[config.mk]
export PLATFORM = sky130hd
export DESIGN_NAME = slp_latch_ctrl
export DESIGN_NICKNAME = d
export VERILOG_FILES = /design/src/rtl/slp_pkg.sv /design/src/rtl/slp_latch_ctrl.sv /design/src/rtl/slp_pin_sync.sv
export SDC_FILE = /design/constraint.sdc
export NUM_CORES = 1
export LEC_CHECK = 0
export BUFFER_PORTS_ARGS = -buffer_cell sky130_fd_sc_hd__buf_2
export CORE_UTILIZATION = 40
export DETAILED_ROUTE_END_ITERATION = 10
export PLACE_DENSITY = 0.72
export SLEW_MARGIN = 20
export SYNTH_ARGS = -nofsm -noshare
export SYNTH_HDL_FRONTEND = slang
export SYNTH_SLANG_ARGS = --single-unit
export TNS_END_PERCENT = 100
[constraint.sdc]
create_clock -name clk_sys_in -period 1.7 [get_ports clk_sys_in]
set_input_delay 0.255 -clock clk_sys_in [delete_from_list [all_inputs] [get_ports clk_sys_in]]
set_output_delay 0.255 -clock clk_sys_in [all_outputs]
set_load 0.01 [all_outputs]
[src/rtl/slp_pkg.sv]
// Purpose: Shared constants for the synthesizer serial latch and power-down block
// Assumes: 24-bit words, routing in the two lowest bits
// Notes:   Field positions are low bit indices inside the 24-bit word
package slp_pkg;

  // ----------------------------------------------------------------
  // Word and routing
  // ----------------------------------------------------------------
  localparam int unsigned WORD_W      = 24;
  localparam logic [1:0]  ROUTE_CTRL  = 2'h0;
  localparam logic [1:0]  ROUTE_REF   = 2'h1;
  localparam logic [1:0]  ROUTE_FB    = 2'h2;
  localparam logic [1:0]  ROUTE_TEST  = 2'h3;

  // ----------------------------------------------------------------
  // Control word fields
  // ----------------------------------------------------------------
  localparam int unsigned CTL_PRESCALE_LSB  = 22;
  localparam int unsigned CTL_PD_MODE_BIT   = 21;
  localparam int unsigned CTL_PD_TRIG_BIT   = 20;
  localparam int unsigned CTL_PUMP2_LSB     = 17;
  localparam int unsigned CTL_PUMP1_LSB     = 14;
  localparam int unsigned CTL_OUTPWR_LSB    = 12;
  localparam int unsigned CTL_MUTE_BIT      = 11;
  localparam int unsigned CTL_GAIN_BIT      = 10;
  localparam int unsigned CTL_TRISTATE_BIT  = 9;
  localparam int unsigned CTL_POLARITY_BIT  = 8;
  localparam int unsigned CTL_MONITOR_LSB   = 5;
  localparam int unsigned CTL_CLEAR_BIT     = 4;
  localparam int unsigned CTL_CORE_PWR_LSB  = 2;

  // ----------------------------------------------------------------
  // Feedback-divider word fields
  // ----------------------------------------------------------------
  localparam int unsigned FB_HALF_PRESC_BIT = 23;
  localparam int unsigned FB_HALVING_BIT    = 22;
  localparam int unsigned FB_GAIN_BIT       = 21;
  localparam int unsigned FB_MAIN_LSB       = 8;
  localparam int unsigned FB_MAIN_W         = 13;
  localparam int unsigned FB_SWALLOW_LSB    = 2;
  localparam int unsigned FB_SWALLOW_W      = 5;

  // ----------------------------------------------------------------
  // Reference-divider word fields
  // ----------------------------------------------------------------
  localparam int unsigned REF_RATIO_LSB     = 2;
  localparam int unsigned REF_RATIO_W       = 14;
  localparam int unsigned REF_BACKLASH_LSB  = 16;
  localparam int unsigned REF_PRECISION_BIT = 18;
  localparam int unsigned REF_TEST_BIT      = 19;
  localparam int unsigned REF_BANDCLK_LSB   = 20;

  // ----------------------------------------------------------------
  // Reset values and timing
  // ----------------------------------------------------------------
  localparam logic [23:0] WORD_RESET        = 24'h000000;
  localparam int unsigned SYNC_PD_EDGES     = 2;
  localparam int unsigned SYNC_STAGES       = 2;

endpackage : slp_pkg

[src/rtl/slp_latch_ctrl.sv]
// Purpose: Serial latch bank and power-down sequencing for a synthesizer
// Assumes: Serial clock, data, load strobe, chip enable and the reference
//          divider output all arrive asynchronously and are oversampled
// Notes:   Serial clock must be slower than a third of clk_sys_in
`timescale 1ns/1ps
module slp_latch_ctrl
  import slp_pkg::*;
(
  input  wire logic        clk_sys_in,
  input  wire logic        rst_n_in,
  input  wire logic        serial_clk_in,
  input  wire logic        serial_data_in,
  input  wire logic        load_strobe_in,
  input  wire logic        chip_enable_in,
  input  wire logic        ref_div_out_in,
  output logic [23:0]      control_word_out,
  output logic [23:0]      feedback_word_out,
  output logic [23:0]      reference_word_out,
  output logic [1:0]       prescaler_sel_out,
  output logic [12:0]      main_divider_out,
  output logic [4:0]       swallow_count_out,
  output logic [13:0]      ref_ratio_out,
  output logic             pump_gain_out,
  output logic             powered_down_out,
  output logic             counters_load_out,
  output logic             pump_hiz_out,
  output logic             lock_clear_out,
  output logic             bias_off_out,
  output logic             rf_hiz_out,
  output logic             ref_buf_off_out,
  output logic             band_select_start_out
);

  // ----------------------------------------------------------------
  // Types
  // ----------------------------------------------------------------
  typedef enum logic [1:0] {
    SLP_ST_INIT   = 2'b00,  // Waiting for the first control write
    SLP_ST_ACTIVE = 2'b01,
    SLP_ST_ARMED  = 2'b10,  // Synchronous power-down counting edges
    SLP_ST_DOWN   = 2'b11
  } slp_state_t;

  // ----------------------------------------------------------------
  // Pin synchronisers
  // ----------------------------------------------------------------
  logic [4:0] pins_s;
  logic       sclk_s;
  logic       sdata_s;
  logic       load_s;
  logic       ce_s;
  logic       refo_s;

  slp_pin_sync #(
    .WIDTH        (5)
  ) u_sync (
    .clk_sys_in   (clk_sys_in),
    .rst_n_in     (rst_n_in),
    .async_in     ({serial_clk_in, serial_data_in, load_strobe_in,
                    chip_enable_in, ref_div_out_in}),
    .reset_val_in (5'h00),
    .sync_out     (pins_s)
  );

  assign {sclk_s, sdata_s, load_s, ce_s, refo_s} = pins_s;

  // ----------------------------------------------------------------
  // Edge detection on synchronised pins
  // ----------------------------------------------------------------
  logic sclk_last_q;
  logic load_last_q;
  logic refo_last_q;
  logic sclk_rise;
  logic load_rise;
  logic refo_rise;

  // History flops for rising-edge detection
  always_ff @(posedge clk_sys_in) begin
    if (!rst_n_in) begin
      sclk_last_q <= 1'b0;
      load_last_q <= 1'b0;
      refo_last_q <= 1'b0;
    end else begin
      sclk_last_q <= sclk_s;
      load_last_q <= load_s;
      refo_last_q <= refo_s;
    end
  end

  assign sclk_rise = sclk_s & ~sclk_last_q;
  assign load_rise = load_s & ~load_last_q;
  assign refo_rise = refo_s & ~refo_last_q;

  // ----------------------------------------------------------------
  // Input shift register
  // ----------------------------------------------------------------
  logic [WORD_W-1:0] shift_q;

  // Never gated by power state, so words land even while powered down
  always_ff @(posedge clk_sys_in) begin
    if (!rst_n_in) begin
      shift_q <= WORD_RESET;
    end else if (sclk_rise) begin
      shift_q <= {shift_q[WORD_W-2:0], sdata_s};
    end
  end

  // ----------------------------------------------------------------
  // Latch bank
  // ----------------------------------------------------------------
  logic [1:0] route;
  logic       wr_ctrl;
  logic       wr_ref;
  logic       wr_fb;

  assign route   = shift_q[1:0];
  assign wr_ctrl = load_rise && (route == ROUTE_CTRL);
  assign wr_ref  = load_rise && (route == ROUTE_REF);
  assign wr_fb   = load_rise && (route == ROUTE_FB);
  // Test routing is dropped: that latch is not implemented here

  // Latches only change on a write; power-down never touches them
  always_ff @(posedge clk_sys_in) begin
    if (!rst_n_in) begin
      control_word_out   <= WORD_RESET;
      feedback_word_out  <= WORD_RESET;
      reference_word_out <= WORD_RESET;
    end else begin
      if (wr_ctrl) begin
        control_word_out <= shift_q;
      end
      if (wr_fb) begin
        feedback_word_out <= shift_q;
      end
      if (wr_ref) begin
        reference_word_out <= shift_q;
      end
    end
  end

  // ----------------------------------------------------------------
  // Decoded fields
  // ----------------------------------------------------------------
  // Fields are picked from the incoming word so they track each write
  always_ff @(posedge clk_sys_in) begin
    if (!rst_n_in) begin
      prescaler_sel_out <= 2'h0;
      main_divider_out  <= 13'h0000;
      swallow_count_out <= 5'h00;
      ref_ratio_out     <= 14'h0000;
    end else begin
      if (wr_ctrl) begin
        prescaler_sel_out <= shift_q[CTL_PRESCALE_LSB +: 2];
      end
      if (wr_fb) begin
        main_divider_out  <= shift_q[FB_MAIN_LSB +: FB_MAIN_W];
        swallow_count_out <= shift_q[FB_SWALLOW_LSB +: FB_SWALLOW_W];
      end
      if (wr_ref) begin
        ref_ratio_out <= shift_q[REF_RATIO_LSB +: REF_RATIO_W];
      end
    end
  end

  // Pump gain follows whichever latch wrote it last
  always_ff @(posedge clk_sys_in) begin
    if (!rst_n_in) begin
      pump_gain_out <= 1'b0;
    end else if (wr_ctrl) begin
      pump_gain_out <= shift_q[CTL_GAIN_BIT];
    end else if (wr_fb) begin
      pump_gain_out <= shift_q[FB_GAIN_BIT];
    end
  end

  // ----------------------------------------------------------------
  // Power sequencing
  // ----------------------------------------------------------------
  slp_state_t state_q;
  slp_state_t state_d;
  logic [1:0] edge_cnt_q;
  logic       new_mode;
  logic       new_trig;

  assign new_mode = shift_q[CTL_PD_MODE_BIT];
  assign new_trig = shift_q[CTL_PD_TRIG_BIT];

  // Next power state; a fresh control write always takes priority
  always_comb begin
    state_d = state_q;
    case (state_q)
      SLP_ST_INIT: begin
        if (wr_ctrl) begin
          state_d = SLP_ST_ACTIVE;
        end
      end
      SLP_ST_ACTIVE, SLP_ST_ARMED, SLP_ST_DOWN: begin
        if (state_q == SLP_ST_ARMED && refo_rise &&
            edge_cnt_q == 2'(SYNC_PD_EDGES - 1)) begin
          state_d = SLP_ST_DOWN;
        end
        if (wr_ctrl) begin
          if (new_trig && !new_mode) begin
            state_d = SLP_ST_DOWN;
          end else if (new_trig && new_mode) begin
            state_d = (state_q == SLP_ST_DOWN) ? SLP_ST_DOWN : SLP_ST_ARMED;
          end else begin
            state_d = SLP_ST_ACTIVE;
          end
        end
      end
      default: state_d = SLP_ST_INIT;
    endcase
  end

  // State register
  always_ff @(posedge clk_sys_in) begin
    if (!rst_n_in) begin
      state_q <= SLP_ST_INIT;
    end else begin
      state_q <= state_d;
    end
  end

  // Counts reference-divider edges after the strobe that armed the mode
  always_ff @(posedge clk_sys_in) begin
    if (!rst_n_in) begin
      edge_cnt_q <= 2'h0;
    end else if (wr_ctrl || state_q != SLP_ST_ARMED) begin
      edge_cnt_q <= 2'h0;
    end else if (refo_rise) begin
      edge_cnt_q <= edge_cnt_q + 2'h1;
    end
  end

  // ----------------------------------------------------------------
  // Power-down side effects
  // ----------------------------------------------------------------
  logic down_d;
  logic ctrl_tri;

  // Chip enable overrides both programmed modes
  assign down_d   = !ce_s || (state_d == SLP_ST_INIT) || (state_d == SLP_ST_DOWN);
  assign ctrl_tri = wr_ctrl ? shift_q[CTL_TRISTATE_BIT]
                            : control_word_out[CTL_TRISTATE_BIT];

  // All effects registered together so they switch in the same cycle
  always_ff @(posedge clk_sys_in) begin
    if (!rst_n_in) begin
      powered_down_out  <= 1'b1;
      counters_load_out <= 1'b1;
      pump_hiz_out      <= 1'b1;
      lock_clear_out    <= 1'b1;
      bias_off_out      <= 1'b1;
      rf_hiz_out        <= 1'b1;
      ref_buf_off_out   <= 1'b1;
    end else begin
      powered_down_out  <= down_d;
      counters_load_out <= down_d;
      pump_hiz_out      <= down_d || ctrl_tri;
      lock_clear_out    <= down_d;
      bias_off_out      <= down_d;
      rf_hiz_out        <= down_d;
      ref_buf_off_out   <= down_d;
    end
  end

  // ----------------------------------------------------------------
  // Band selection start
  // ----------------------------------------------------------------
  // A feedback write picks a new band; power-up without one keeps the old
  // band, so nothing restarts here when leaving power-down
  always_ff @(posedge clk_sys_in) begin
    if (!rst_n_in) begin
      band_select_start_out <= 1'b0;
    end else begin
      band_select_start_out <= wr_fb;
    end
  end

endmodule // slp_latch_ctrl

[src/rtl/slp_pin_sync.sv]
// Purpose: Two-flop synchroniser for a group of pin inputs
// Assumes: Inputs are asynchronous to clk_sys_in
// Notes:   First stage is read only by the second stage
`timescale 1ns/1ps
module slp_pin_sync #(
  parameter int unsigned WIDTH = 1
) (
  input  wire logic             clk_sys_in,
  input  wire logic             rst_n_in,
  input  wire logic [WIDTH-1:0] async_in,
  input  wire logic [WIDTH-1:0] reset_val_in,
  output logic      [WIDTH-1:0] sync_out
);

  logic [WIDTH-1:0] meta_q;

  // Reset value arrives on the reset_val_in port and loads both flop stages
  always_ff @(posedge clk_sys_in) begin
    if (!rst_n_in) begin
      meta_q   <= reset_val_in;
      sync_out <= reset_val_in;
    end else begin
      meta_q   <= async_in;
      sync_out <= meta_q;
    end
  end

endmodule // slp_pin_sync

======== Word-level counts from Yosys, hierarchy flattened ========
Index checks and enable logic that the tools add are counted.
storage, ports and cells
  register bits ........................... 151
  bits of input ports ..................... 7
  output and inout bits ................... 115
  logic and storage cells ................. 64
operators by class
  add/subtract/negate cells ............... 1
  eq/ne operators ......................... 8
  mux-type cells .......................... 10
  bitwise logic cells ..................... 7
  reductions and logical operators ........ 19
operator list
  kind                 number
  $mux 2               5
  $eq 2x2->1 const B   4
  $logic_and 1x1->1    7
  $eq 2x1->1 const B   3
  $logic_not 2->1      3
  $logic_or 1x1->1     4
  $mux 1               4
  $not 1->1            4
  $pmux 2 s2           1
  $and 1x1->1          3
  $reduce_or 3->1      1
  $add 2x1->2 const B  1
  $logic_not 1->1      2
  $ne 2x2->1 const B   1
  $reduce_bool 2->1    1
  $reduce_or 2->1      1

======== Depth between registers and ports, before layout ========
Gate-level depths: netlist of the first run.
  depth after elaboration ................. 11
  depth in mapped cells ................... 6
  mapped depth without buffers ............ 5

======== By module ========
From an unflattened synthesis of the first run, not the netlist that was laid out.
unflattened totals
  cells, all modules ...................... 522
  area total of the unflattened synthesis .. 4653.2 um^2
by module, submodules not included
  module          times used  cells each  area each (um^2)
  slp_latch_ctrl  1           501         4291.6
  slp_pin_sync    1           21          361.6

======== Worst setup path after synthesis of the first run ========
Ideal clock, no wire load.
  kind .................................... register to register
  from .................................... register shift_q[0]
  to ...................................... register state_q[0]
  library setup time ...................... 0.115 ns
  arrival ................................. 1.345 ns
  required time ........................... 1.585 ns
  setup slack ............................. 0.241 ns
  stages on the path, launching flop included .. 6
  cells stage by stage .................... dfxtp_1 or4b_4 buf_6 buf_6 o21ai_1 nor2_1
between the ends
  longest elaborated chain between the ends .. 4
  elaborated cells on any way between the ends .. 5
  classes of those cells .................. mux (3); reduce/logical (2)
ends and longest elaborated chain
  item                              line                                          source
  start, declared                   slp_latch_ctrl.sv:97                          logic [WORD_W-1:0] shift_q;
  start signal, assigned            slp_latch_ctrl.sv:104                         shift_q <= {shift_q[WORD_W-2:0], sdata_s};
  $logic_not 2->1 (*)               slp_latch_ctrl.sv:117                         assign wr_ctrl = load_rise && (route == ROUTE_CTRL);
  $logic_and 1x1->1 (*)             slp_latch_ctrl.sv:117
  $mux 2, on equally long branches  slp_latch_ctrl.sv:202, slp_latch_ctrl.sv:193
  $pmux 2 s2 (*)                    slp_latch_ctrl.sv:191                         case (state_q)
  end signal, assigned              slp_latch_ctrl.sv:221                         state_q <= state_d;
  end, declared                     slp_latch_ctrl.sv:179                         slp_state_t state_q;
Mark *: on every way between the ends. The rest lies on a longest branch, timed or not.
A chain may end at the register's enable or synchronous reset.

======== Worst setup path after layout of the first run ========
  from .................................... register shift_q[1]
  to ...................................... register pump_hiz_out
between the ends
  longest elaborated chain between the ends .. 8
  elaborated cells on any way between the ends .. 11
  classes of those cells .................. eq/ne (1); mux (4); reduce/logical (6)
ends and longest elaborated chain
  item                              line                                          source
  $logic_not 2->1 (*)               slp_latch_ctrl.sv:117
  $logic_and 1x1->1 (*)             slp_latch_ctrl.sv:117
  $mux 2, on equally long branches  slp_latch_ctrl.sv:202, slp_latch_ctrl.sv:193
  $pmux 2 s2                        slp_latch_ctrl.sv:191
  $logic_not 2->1                   slp_latch_ctrl.sv:243                         assign down_d = !ce_s || (state_d == SLP_ST_INIT) || (state_d == SLP_ST_DOWN);
  $logic_or 1x1->1 (2 in series)    slp_latch_ctrl.sv:243
  $logic_or 1x1->1 (*)              slp_latch_ctrl.sv:260                         pump_hiz_out <= down_d || ctrl_tri;
  end signal, assigned              slp_latch_ctrl.sv:260
  end, declared                     slp_latch_ctrl.sv:26                          output logic pump_hiz_out,
Marks and branches as above.

==> impl_results.html, run 1 <==
<table>
<tr><th>Metric</th><th>Value</th></tr>
<tr><th colspan="2">Setup path</th></tr>
<tr><td>Data arrival time of the critical path</td><td>1850 ps</td></tr>
<tr><td>Cell type of the slowest stage on the worst timing path</td><td>sky130_fd_sc_hd__or4b_4</td></tr>
<tr><td>Worst setup EP type</td><td>register</td></tr>
<tr><td>Reg2reg path depth</td><td>4</td></tr>
<tr><td>Critical path data required time</td><td>2000 ps</td></tr>
<tr><td>List of cells traversed by the critical path</td><td>or4b_4 &gt; nand2_1 &gt; a21boi_0 &gt; or2_1</td></tr>
<tr><td>Kind of critical path</td><td>register to register</td></tr>
<tr><td>Worst path max stage delay</td><td>620 ps</td></tr>
<tr><td>Register-to-register setup slack</td><td>150 ps</td></tr>
<tr><td>FF-to-FF End</td><td>pump_hiz_out</td></tr>
<tr><td>Top fanout value on the critical path</td><td>10</td></tr>
<tr><td>Setup crit start kind</td><td>register</td></tr>
<tr><td>Reg-to-reg startpoint</td><td>shift_q[1]</td></tr>
<tr><th colspan="2">Detailed routing</th></tr>
<tr><td>Post-detailed-routing wire length</td><td>10.4 mm</td></tr>
<tr><td>TritonRoute pass-1 iters</td><td>4</td></tr>
<tr><td>Average routed wire per standard cell</td><td>13.7 um</td></tr>
<tr><td>Count of antenna-violating nets left after detailed routing</td><td>0</td></tr>
<tr><td>Drt initial violations</td><td>179</td></tr>
<tr><td>Vias/cell</td><td>4.80</td></tr>
<tr><td>Drt drc</td><td>0</td></tr>
<tr><td>Via total after detailed routing</td><td>3625</td></tr>
<tr><th colspan="2">Timing</th></tr>
<tr><td>Count of final hold-check violations</td><td>0</td></tr>
<tr><td>Final setup TNS</td><td>0 ps</td></tr>
<tr><td>Min Hold Slack</td><td>50.3 ps</td></tr>
<tr><td>Worst-Margin Slew</td><td>455 ps</td></tr>
<tr><td>Max-slew violation count</td><td>0</td></tr>
<tr><td>Minimum clock period</td><td>1550 ps</td></tr>
<tr><td>Max-slew headroom</td><td>69.6%</td></tr>
<tr><td>Period Utilization, post-route</td><td>91.0%</td></tr>
<tr><td>RSZ-0062 raised after global routing</td><td>false</td></tr>
<tr><td>Peak clock frequency supported by timing</td><td>0.646 GHz</td></tr>
<tr><td>Final setup vio count</td><td>0</td></tr>
<tr><td>Clock skew</td><td>11.5 ps</td></tr>
<tr><th colspan="2">Synthesis</th></tr>
<tr><td>Ranking of synthesized cells by instance count</td><td>sky130_fd_sc_hd__nand2_1, sky130_fd_sc_hd__dfxtp_1, sky130_fd_sc_hd__a21boi_0, sky130_fd_sc_hd__buf_4, sky130_fd_sc_hd__clkbuf_1</td></tr>
<tr><td>Average cell area after synthesis</td><td>8.73 um^2</td></tr>
<tr><td>Sequential fraction of the synthesis area</td><td>51.4%</td></tr>
<tr><td>Cell taking the most area after synthesis</td><td>sky130_fd_sc_hd__dfxtp_1</td></tr>
<tr><td>Number of distinct library cell variants in the gate-level netlist after synthesis</td><td>35</td></tr>
<tr><td>Share of the synthesized area in the top cell type</td><td>51.4%</td></tr>
<tr><td>Share of synthesized registers carrying an async set or reset</td><td>0%</td></tr>
<tr><td>Most used flip-flop cell after synthesis</td><td>sky130_fd_sc_hd__dfxtp_1</td></tr>
<tr><td>Dominant cells by area after synthesis</td><td>sky130_fd_sc_hd__dfxtp_1, sky130_fd_sc_hd__nand2_1, sky130_fd_sc_hd__a21boi_0, sky130_fd_sc_hd__buf_4, sky130_fd_sc_hd__and2_1</td></tr>
<tr><td>Number of synthesized flops with an enable pin</td><td>0</td></tr>
<tr><td>Count of mapped cells out of synthesis</td><td>522</td></tr>
<tr><td>Area of the mapped netlist</td><td>4560 um^2</td></tr>
<tr><td>Synth warn</td><td>0</td></tr>
<tr><td>Most repeated cell in the gate-level netlist after synthesis</td><td>sky130_fd_sc_hd__nand2_1</td></tr>
<tr><td>Number of nets produced by synthesis</td><td>530</td></tr>
<tr><td>Number of flip-flops and latches in the synthesized netlist</td><td>117</td></tr>
<tr><th colspan="2">Cells and area</th></tr>
<tr><td>Area overhead of the layout relative to synthesis</td><td>23.7%</td></tr>
<tr><td>Utilization after layout</td><td>51.3%</td></tr>
<tr><td>Final antenna diode count</td><td>0</td></tr>
<tr><td>Layout filler cell count</td><td>1049</td></tr>
<tr><td>Nets</td><td>610</td></tr>
<tr><td>Fraction of final layout cells sized beyond drive strength 1</td><td>28.5%</td></tr>
<tr><td>Post-route standard cell area excluding fillers</td><td>5640 um^2</td></tr>
<tr><th colspan="2">Clock tree</th></tr>
<tr><td>Number of buffers created by CTS</td><td>17</td></tr>
<tr><td>Clock slew at the register clock pins of the worst setup and hold paths</td><td>50 ps</td></tr>
<tr><td>Maximum root-to-sink buffer count</td><td>2</td></tr>
<tr><td>TritonCTS clock tree</td><td>yes</td></tr>
<tr><td>Number of H-tree levels</td><td>4</td></tr>
<tr><td>Clock tree root driver cell</td><td>sky130_fd_sc_hd__clkbuf_16</td></tr>
<tr><td>Clk_lat worst skew</td><td>410 ps</td></tr>
<tr><td>Number of clock sinks seen by CTS</td><td>117</td></tr>
<tr><td>Hold-fix buffers, CTS</td><td>0</td></tr>
<tr><th colspan="2">Floorplan</th></tr>
<tr><td>Core ar.</td><td>11000 um^2</td></tr>
<tr><td>Initial Util</td><td>41.5%</td></tr>
<tr><td>Height of the die</td><td>109 um</td></tr>
<tr><td>Die ar.</td><td>11800 um^2</td></tr>
<tr><td>Floorplan row count</td><td>38</td></tr>
<tr><td>Floorplan die width</td><td>109 um</td></tr>
<tr><td>I/O Pins</td><td>122</td></tr>
<tr><th colspan="2">Place</th></tr>
<tr><td>Placed Area</td><td>5030 um^2</td></tr>
<tr><td>RD Place Congestion</td><td>0.723</td></tr>
<tr><td>Quantity of I/O buffers inserted on ports</td><td>121</td></tr>
<tr><td>Sum of net half-perimeters after detailed placement</td><td>6.86 mm</td></tr>
<tr><th colspan="2">Pwr</th></tr>
<tr><td>VDD IR-drop max</td><td>0.819 mV</td></tr>
<tr><td>Switching Power</td><td>1.39 mW</td></tr>
<tr><td>Final total power</td><td>6.52 mW</td></tr>
<tr><td>Clock share of power</td><td>55.3%</td></tr>
<tr><td>Internal cell power</td><td>5.13 mW</td></tr>
<tr><td>Power density of the placed cells</td><td>1160 nW/um^2</td></tr>
<tr><td>Fraction of power spent switching nets</td><td>21.3%</td></tr>
<tr><td>Static leakage power</td><td>2.33 nW</td></tr>
<tr><td>Part of the power in registers</td><td>42.5%</td></tr>
<tr><td>Part of the total power dissipated in combinational logic</td><td>2.2%</td></tr>
<tr><th colspan="2">Global routing</th></tr>
<tr><td>Antenna violations before repair</td><td>0</td></tr>
<tr><td>Largest net degree at the start of global routing</td><td>33</td></tr>
<tr><td>First-pass GRT wire length</td><td>16.2 mm</td></tr>
<tr><td>Number of global-route vias before repair</td><td>3264</td></tr>
<tr><td>Overall overflow remaining after global route</td><td>0</td></tr>
<tr><td>Gr usage total</td><td>18.3%</td></tr>
<tr><th colspan="2">Outcome</th></tr>
<tr><td>Outcome</td><td>finished clean</td></tr>
<tr><th colspan="2">Hold path</th></tr>
<tr><td>Type of the tightest min-delay check</td><td>input pin to register</td></tr>
<tr><td>Hold_sp</td><td>ref_div_out_in</td></tr>
<tr><td>Destination of the worst hold path</td><td>u_sync.meta_q[0]</td></tr>
<tr><td>Number of instances on the worst hold path</td><td>2</td></tr>
<tr><th colspan="2">Run</th></tr>
<tr><td>Max-capacitance violation count</td><td>0</td></tr>
</table>
==> sequential cells by signal, indices dropped and copies added (netlist names), 2 cells and up <==
| name | cells |
|---|---|
| feedback_word_out | 24 |
| reference_word_out | 24 |
| shift_q | 24 |
| u_sync.meta_q | 5 |
| state_q | 2 |
| control_word_out | 24 |
| edge_cnt_q | 2 |
| u_sync.sync_out | 5 |
==> worst max-delay path, delay by kind of cell (launching register included) <==
kind	cells	cell delay, ps
DFF	1	380
and+or+nand+nor	3	940
AOI/OAI and AO/OA	1	110
==> logic make-up (layout without fill, tap and decap cells) <==
family	count (synthesis)	count (layout)	synth area share (%)
compound gates	102	102	16.5
xor+xnor	2	2	0.384
fa+ha+maj	1	1	0.274
buf+inv	78	171	10.4
flops	117	117	51.4
simple gates	222	222	21.1
==> how the worst max path moves through the flow <==
stage / startpoint / slack [ps] / end
3_5_place_dp: shift_q[1] / 160 / pump_hiz_out
3_3_place_gp: shift_q[1] / 200 / pump_hiz_out
2_1_floorplan: shift_q[0] / 240 / state_q[0]
6_report: shift_q[1] / 150 / pump_hiz_out
5_1_grt: shift_q[1] / 60 / pump_hiz_out
4_1_cts: shift_q[1] / 100 / control_word_out[20]
==> layout make-up <==
type	instances	area (um^2)	area share, %
flip-flops and latches	117	2340	41.6
multi-input cells	327	1760	31.2
repair buffers	138	749	13.3
clock buffers	17	425	7.55
clock inverters	15	181	3.22
well taps	140	175	3.11
inverters	1	3.75	0.0666
==> metrics by stage <==
step | worst slack, ps | std cells
3_3_place_gp | 204 | 723
4_1_cts | 101 | 755
6_report | 153 | 755
5_1_grt | 55.3 | 755
2_1_floorplan | 241 | 522
3_5_place_dp | 159 | 723
==> power by group through the flow <==
stage	Combinational, mW	Sequential [mW]	Clock, mW
finish	0.143	2.77	3.60
global route	0.157	2.77	3.80
detailed placement	0.143	2.83	0
floorplan	0.108	2.83	0
CTS	0.144	2.77	3.67
global placement	0.140	2.83	0
==> cells in the final DEF, fill, tap and decap left out, types with 2 or more instances in the layout <==
master                       instances
sky130_fd_sc_hd__clkinvlp_4          5
sky130_fd_sc_hd__a21oi_1             2
sky130_fd_sc_hd__nand3_1             2
sky130_fd_sc_hd__o21ai_1             2
sky130_fd_sc_hd__a21boi_0           87
sky130_fd_sc_hd__clkinv_2            2
sky130_fd_sc_hd__o21ai_0             2
sky130_fd_sc_hd__bufinv_16           3
sky130_fd_sc_hd__nand2_1           183
sky130_fd_sc_hd__buf_4              15
sky130_fd_sc_hd__clkinv_4            3
sky130_fd_sc_hd__clkbuf_16          17
sky130_fd_sc_hd__nor2_1              4
sky130_fd_sc_hd__and3_1              4
sky130_fd_sc_hd__dfxtp_1           117
sky130_fd_sc_hd__nor2b_1             2
sky130_fd_sc_hd__a21boi_1            3
sky130_fd_sc_hd__inv_6               2
sky130_fd_sc_hd__buf_2             121
sky130_fd_sc_hd__o21a_1              2
sky130_fd_sc_hd__nand4b_1            2
sky130_fd_sc_hd__and2_1             15
==> repair_timing <==
item / 4_1_cts / 5_1_grt
gates resized for setup: 0 / 1
setup endpoints to repair: 0 / 2
buffers inserted: 0 / 0
==> metal layers <==
metal  track usage, %  wire length, um  vias to the layer above
li1                 -                -                     1804
met1             22.3             4610                     1683
met2             30.1             5060                      123
met3             4.60              528                       15
met4             8.98              157                        0
met5                0                0                        -
Note: power is estimated with default switching activity, not from simulation.
==> run 2, diff against run 1 <==
CAP_MARGIN = 20   (was default)
clock period = 1.6 ns   (was 1.7 ns; I/O delays follow)
==> run 2 against run 1 <==
  * Register-to-register slack got worse by 50 ps
  * Clock-buffer cell count rose by 3
  * Clock skew fell by 4.2 ps
  * Clock power rose by 11%
  * Final cell count rose by 0.26%
  * Sequential power rose by 6%
  * Worst hold slack got worse by 12 ps
  * Highest routed layer unchanged
==> impl_results.html, run 2 (synthesis gave the netlist of run 1 again) <==
<table>
<tr><th>Metric</th><th>Value</th></tr>
<tr><th colspan="2">Detailed routing</th></tr>
<tr><td>TritonRoute pass-1 iters</td><td>4</td></tr>
<tr><td>Drt drc</td><td>0</td></tr>
<tr><td>Post-detailed-routing wire length</td><td>10.2 mm</td></tr>
<tr><td>Vias/cell</td><td>4.73</td></tr>
<tr><td>Via total after detailed routing</td><td>3584</td></tr>
<tr><td>Average routed wire per standard cell</td><td>13.5 um</td></tr>
<tr><td>Count of antenna-violating nets left after detailed routing</td><td>0</td></tr>
<tr><td>Drt initial violations</td><td>143</td></tr>
<tr><th colspan="2">Place</th></tr>
<tr><td>Post-Place Setup Slack</td><td>102 ps</td></tr>
<tr><td>Quantity of I/O buffers inserted on ports</td><td>121</td></tr>
<tr><td>RD Place Congestion</td><td>0.733</td></tr>
<tr><td>Sum of net half-perimeters after detailed placement</td><td>6.73 mm</td></tr>
<tr><th colspan="2">Timing</th></tr>
<tr><td>Max-slew headroom</td><td>78.5%</td></tr>
<tr><td>Worst-Margin Slew</td><td>321 ps</td></tr>
<tr><td>Peak clock frequency supported by timing</td><td>0.669 GHz</td></tr>
<tr><td>Max-slew violation count</td><td>0</td></tr>
<tr><td>Period Utilization, post-route</td><td>93.4%</td></tr>
<tr><td>Min Hold Slack</td><td>38.6 ps</td></tr>
<tr><td>Final setup slack of the worst path</td><td>105 ps</td></tr>
<tr><td>Final setup vio count</td><td>0</td></tr>
<tr><td>Final setup TNS</td><td>0 ps</td></tr>
<tr><td>Count of final hold-check violations</td><td>0</td></tr>
<tr><td>Minimum clock period</td><td>1490 ps</td></tr>
<tr><td>RSZ-0062 raised after global routing</td><td>false</td></tr>
<tr><td>Clock skew</td><td>7.31 ps</td></tr>
<tr><th colspan="2">Cells and area</th></tr>
<tr><td>Final antenna diode count</td><td>0</td></tr>
<tr><td>Fraction of final layout cells sized beyond drive strength 1</td><td>28.5%</td></tr>
<tr><td>Nets</td><td>612</td></tr>
<tr><td>Area overhead of the layout relative to synthesis</td><td>24.6%</td></tr>
<tr><td>Highest-count cells in the layout ignoring fill and taps</td><td>sky130_fd_sc_hd__nand2_1, sky130_fd_sc_hd__buf_2, sky130_fd_sc_hd__dfxtp_1, sky130_fd_sc_hd__a21boi_0</td></tr>
<tr><td>Most frequent standard cell in the layout excluding fill and tap cells</td><td>sky130_fd_sc_hd__nand2_1</td></tr>
<tr><td>Utilization after layout</td><td>51.7%</td></tr>
<tr><th colspan="2">Clock tree</th></tr>
<tr><td>Hold-fix buffers, CTS</td><td>0</td></tr>
<tr><td>Number of clock sinks seen by CTS</td><td>117</td></tr>
<tr><td>Number of H-tree levels</td><td>4</td></tr>
<tr><td>Clock slew at the register clock pins of the worst setup and hold paths</td><td>60 ps</td></tr>
<tr><td>Clk_lat worst skew</td><td>410 ps</td></tr>
<tr><td>Clock tree root driver cell</td><td>sky130_fd_sc_hd__clkbuf_16</td></tr>
<tr><td>TritonCTS clock tree</td><td>yes</td></tr>
<tr><td>Number of buffers created by CTS</td><td>17</td></tr>
<tr><td>Maximum root-to-sink buffer count</td><td>2</td></tr>
<tr><th colspan="2">Setup path</th></tr>
<tr><td>Setup crit start kind</td><td>register</td></tr>
<tr><td>Worst setup EP type</td><td>register</td></tr>
<tr><td>Critical path data required time</td><td>1890 ps</td></tr>
<tr><td>Top fanout value on the critical path</td><td>7</td></tr>
<tr><td>Data arrival time of the critical path</td><td>1790 ps</td></tr>
<tr><td>Kind of critical path</td><td>register to register</td></tr>
<tr><th colspan="2">Floorplan</th></tr>
<tr><td>Die ar.</td><td>11800 um^2</td></tr>
<tr><td>Initial Util</td><td>41.5%</td></tr>
<tr><td>Floorplan die width</td><td>109 um</td></tr>
<tr><td>Core ar.</td><td>11000 um^2</td></tr>
<tr><td>I/O Pins</td><td>122</td></tr>
<tr><td>Floorplan row count</td><td>38</td></tr>
<tr><td>Height of the die</td><td>109 um</td></tr>
<tr><th colspan="2">Global routing</th></tr>
<tr><td>Largest net degree at the start of global routing</td><td>67</td></tr>
<tr><td>Number of global-route vias before repair</td><td>3246</td></tr>
<tr><td>Overall overflow remaining after global route</td><td>0</td></tr>
<tr><td>Antenna violations before repair</td><td>0</td></tr>
<tr><td>Gr usage total</td><td>18.1%</td></tr>
<tr><td>First-pass GRT wire length</td><td>16.2 mm</td></tr>
<tr><th colspan="2">Pwr</th></tr>
<tr><td>Power density of the placed cells</td><td>1250 nW/um^2</td></tr>
<tr><td>Part of the total power dissipated in combinational logic</td><td>2.2%</td></tr>
<tr><td>Switching Power</td><td>1.41 mW</td></tr>
<tr><td>Clock share of power</td><td>56.3%</td></tr>
<tr><td>Final total power</td><td>7.09 mW</td></tr>
<tr><td>Internal cell power</td><td>5.69 mW</td></tr>
<tr><td>Fraction of power spent switching nets</td><td>19.8%</td></tr>
<tr><td>Static leakage power</td><td>2.36 nW</td></tr>
<tr><td>Part of the power in registers</td><td>41.5%</td></tr>
<tr><td>VDD IR-drop max</td><td>0.678 mV</td></tr>
<tr><th colspan="2">Run</th></tr>
<tr><td>Max-capacitance violation count</td><td>0</td></tr>
<tr><th colspan="2">Hold path</th></tr>
<tr><td>Type of the tightest min-delay check</td><td>input pin to register</td></tr>
<tr><th colspan="2">Outcome</th></tr>
<tr><td>Outcome</td><td>finished clean</td></tr>
</table>
==> run 2: power by group through the flow <==
stage                     sequential, mW  clock (mW)  combinational [mW]
after detailed placement            3.01           0               0.156
after CTS                           2.94        4.06               0.156
after global routing                2.94        4.21               0.167
after global placement              3.01           0               0.151
after floorplan                     3.00           0               0.114
final                               2.94        3.99               0.155
==> run 2: worst max-delay path, stage by stage, from the launching register on <==
cell                      delay, ps
sky130_fd_sc_hd__dfxtp_1        370
sky130_fd_sc_hd__nor4b_4        400
sky130_fd_sc_hd__buf_4          220
sky130_fd_sc_hd__nand4_1        120
sky130_fd_sc_hd__a21oi_1        220
sky130_fd_sc_hd__nor2_1          60
==> run 2: routing by layer <==
layer | GRT usage, % | up-vias | share of wire (%) | wire (um)
li1 | - | 1806 | - | -
met1 | 22.0 | 1661 | 46 | 4650
met2 | 30.0 | 106 | 48 | 4900
met3 | 5.08 | 11 | 4.9 | 503
met4 | 7.24 | 0 | 1.2 | 119
met5 | 0 | - | 0 | 0
==> run 2: final timing paths <==
check                        start                  to  slack [ps]  depth (start not counted)
hold reg to reg   u_sync.meta_q[0]  u_sync.sync_out[0]         430                          1
setup reg to reg        shift_q[0]          state_q[0]         110                          5
setup / recovery        shift_q[0]          state_q[0]         110                          5
hold / removal      ref_div_out_in    u_sync.meta_q[0]          40                          2
==> run 2: area by class of cell <==
cell class                      count  area [um^2]
Tap cell                          140          175
Clock buffer                       20          457
Clock inverter                     12          178
Fill cell                        1029         5300
Inverter                            1         3.75
Sequential cell                   117         2340
Timing Repair Buffer              140          764
Multi-Input combinational cell    327         1760
==> run 2: through the flow <==
stage,area [um^2],cells
after detailed placement,5040,725
after global routing,5680,757
after floorplan,4560,522
final,5680,757
after CTS,5680,757
after global placement,5040,725
==> run 2: what timing repair did <==
action | 4_1_cts | 5_1_grt
gates resized for setup | 0 | 1
buffers inserted | 0 | 0
endpoints found under the setup margin | 0 | 1
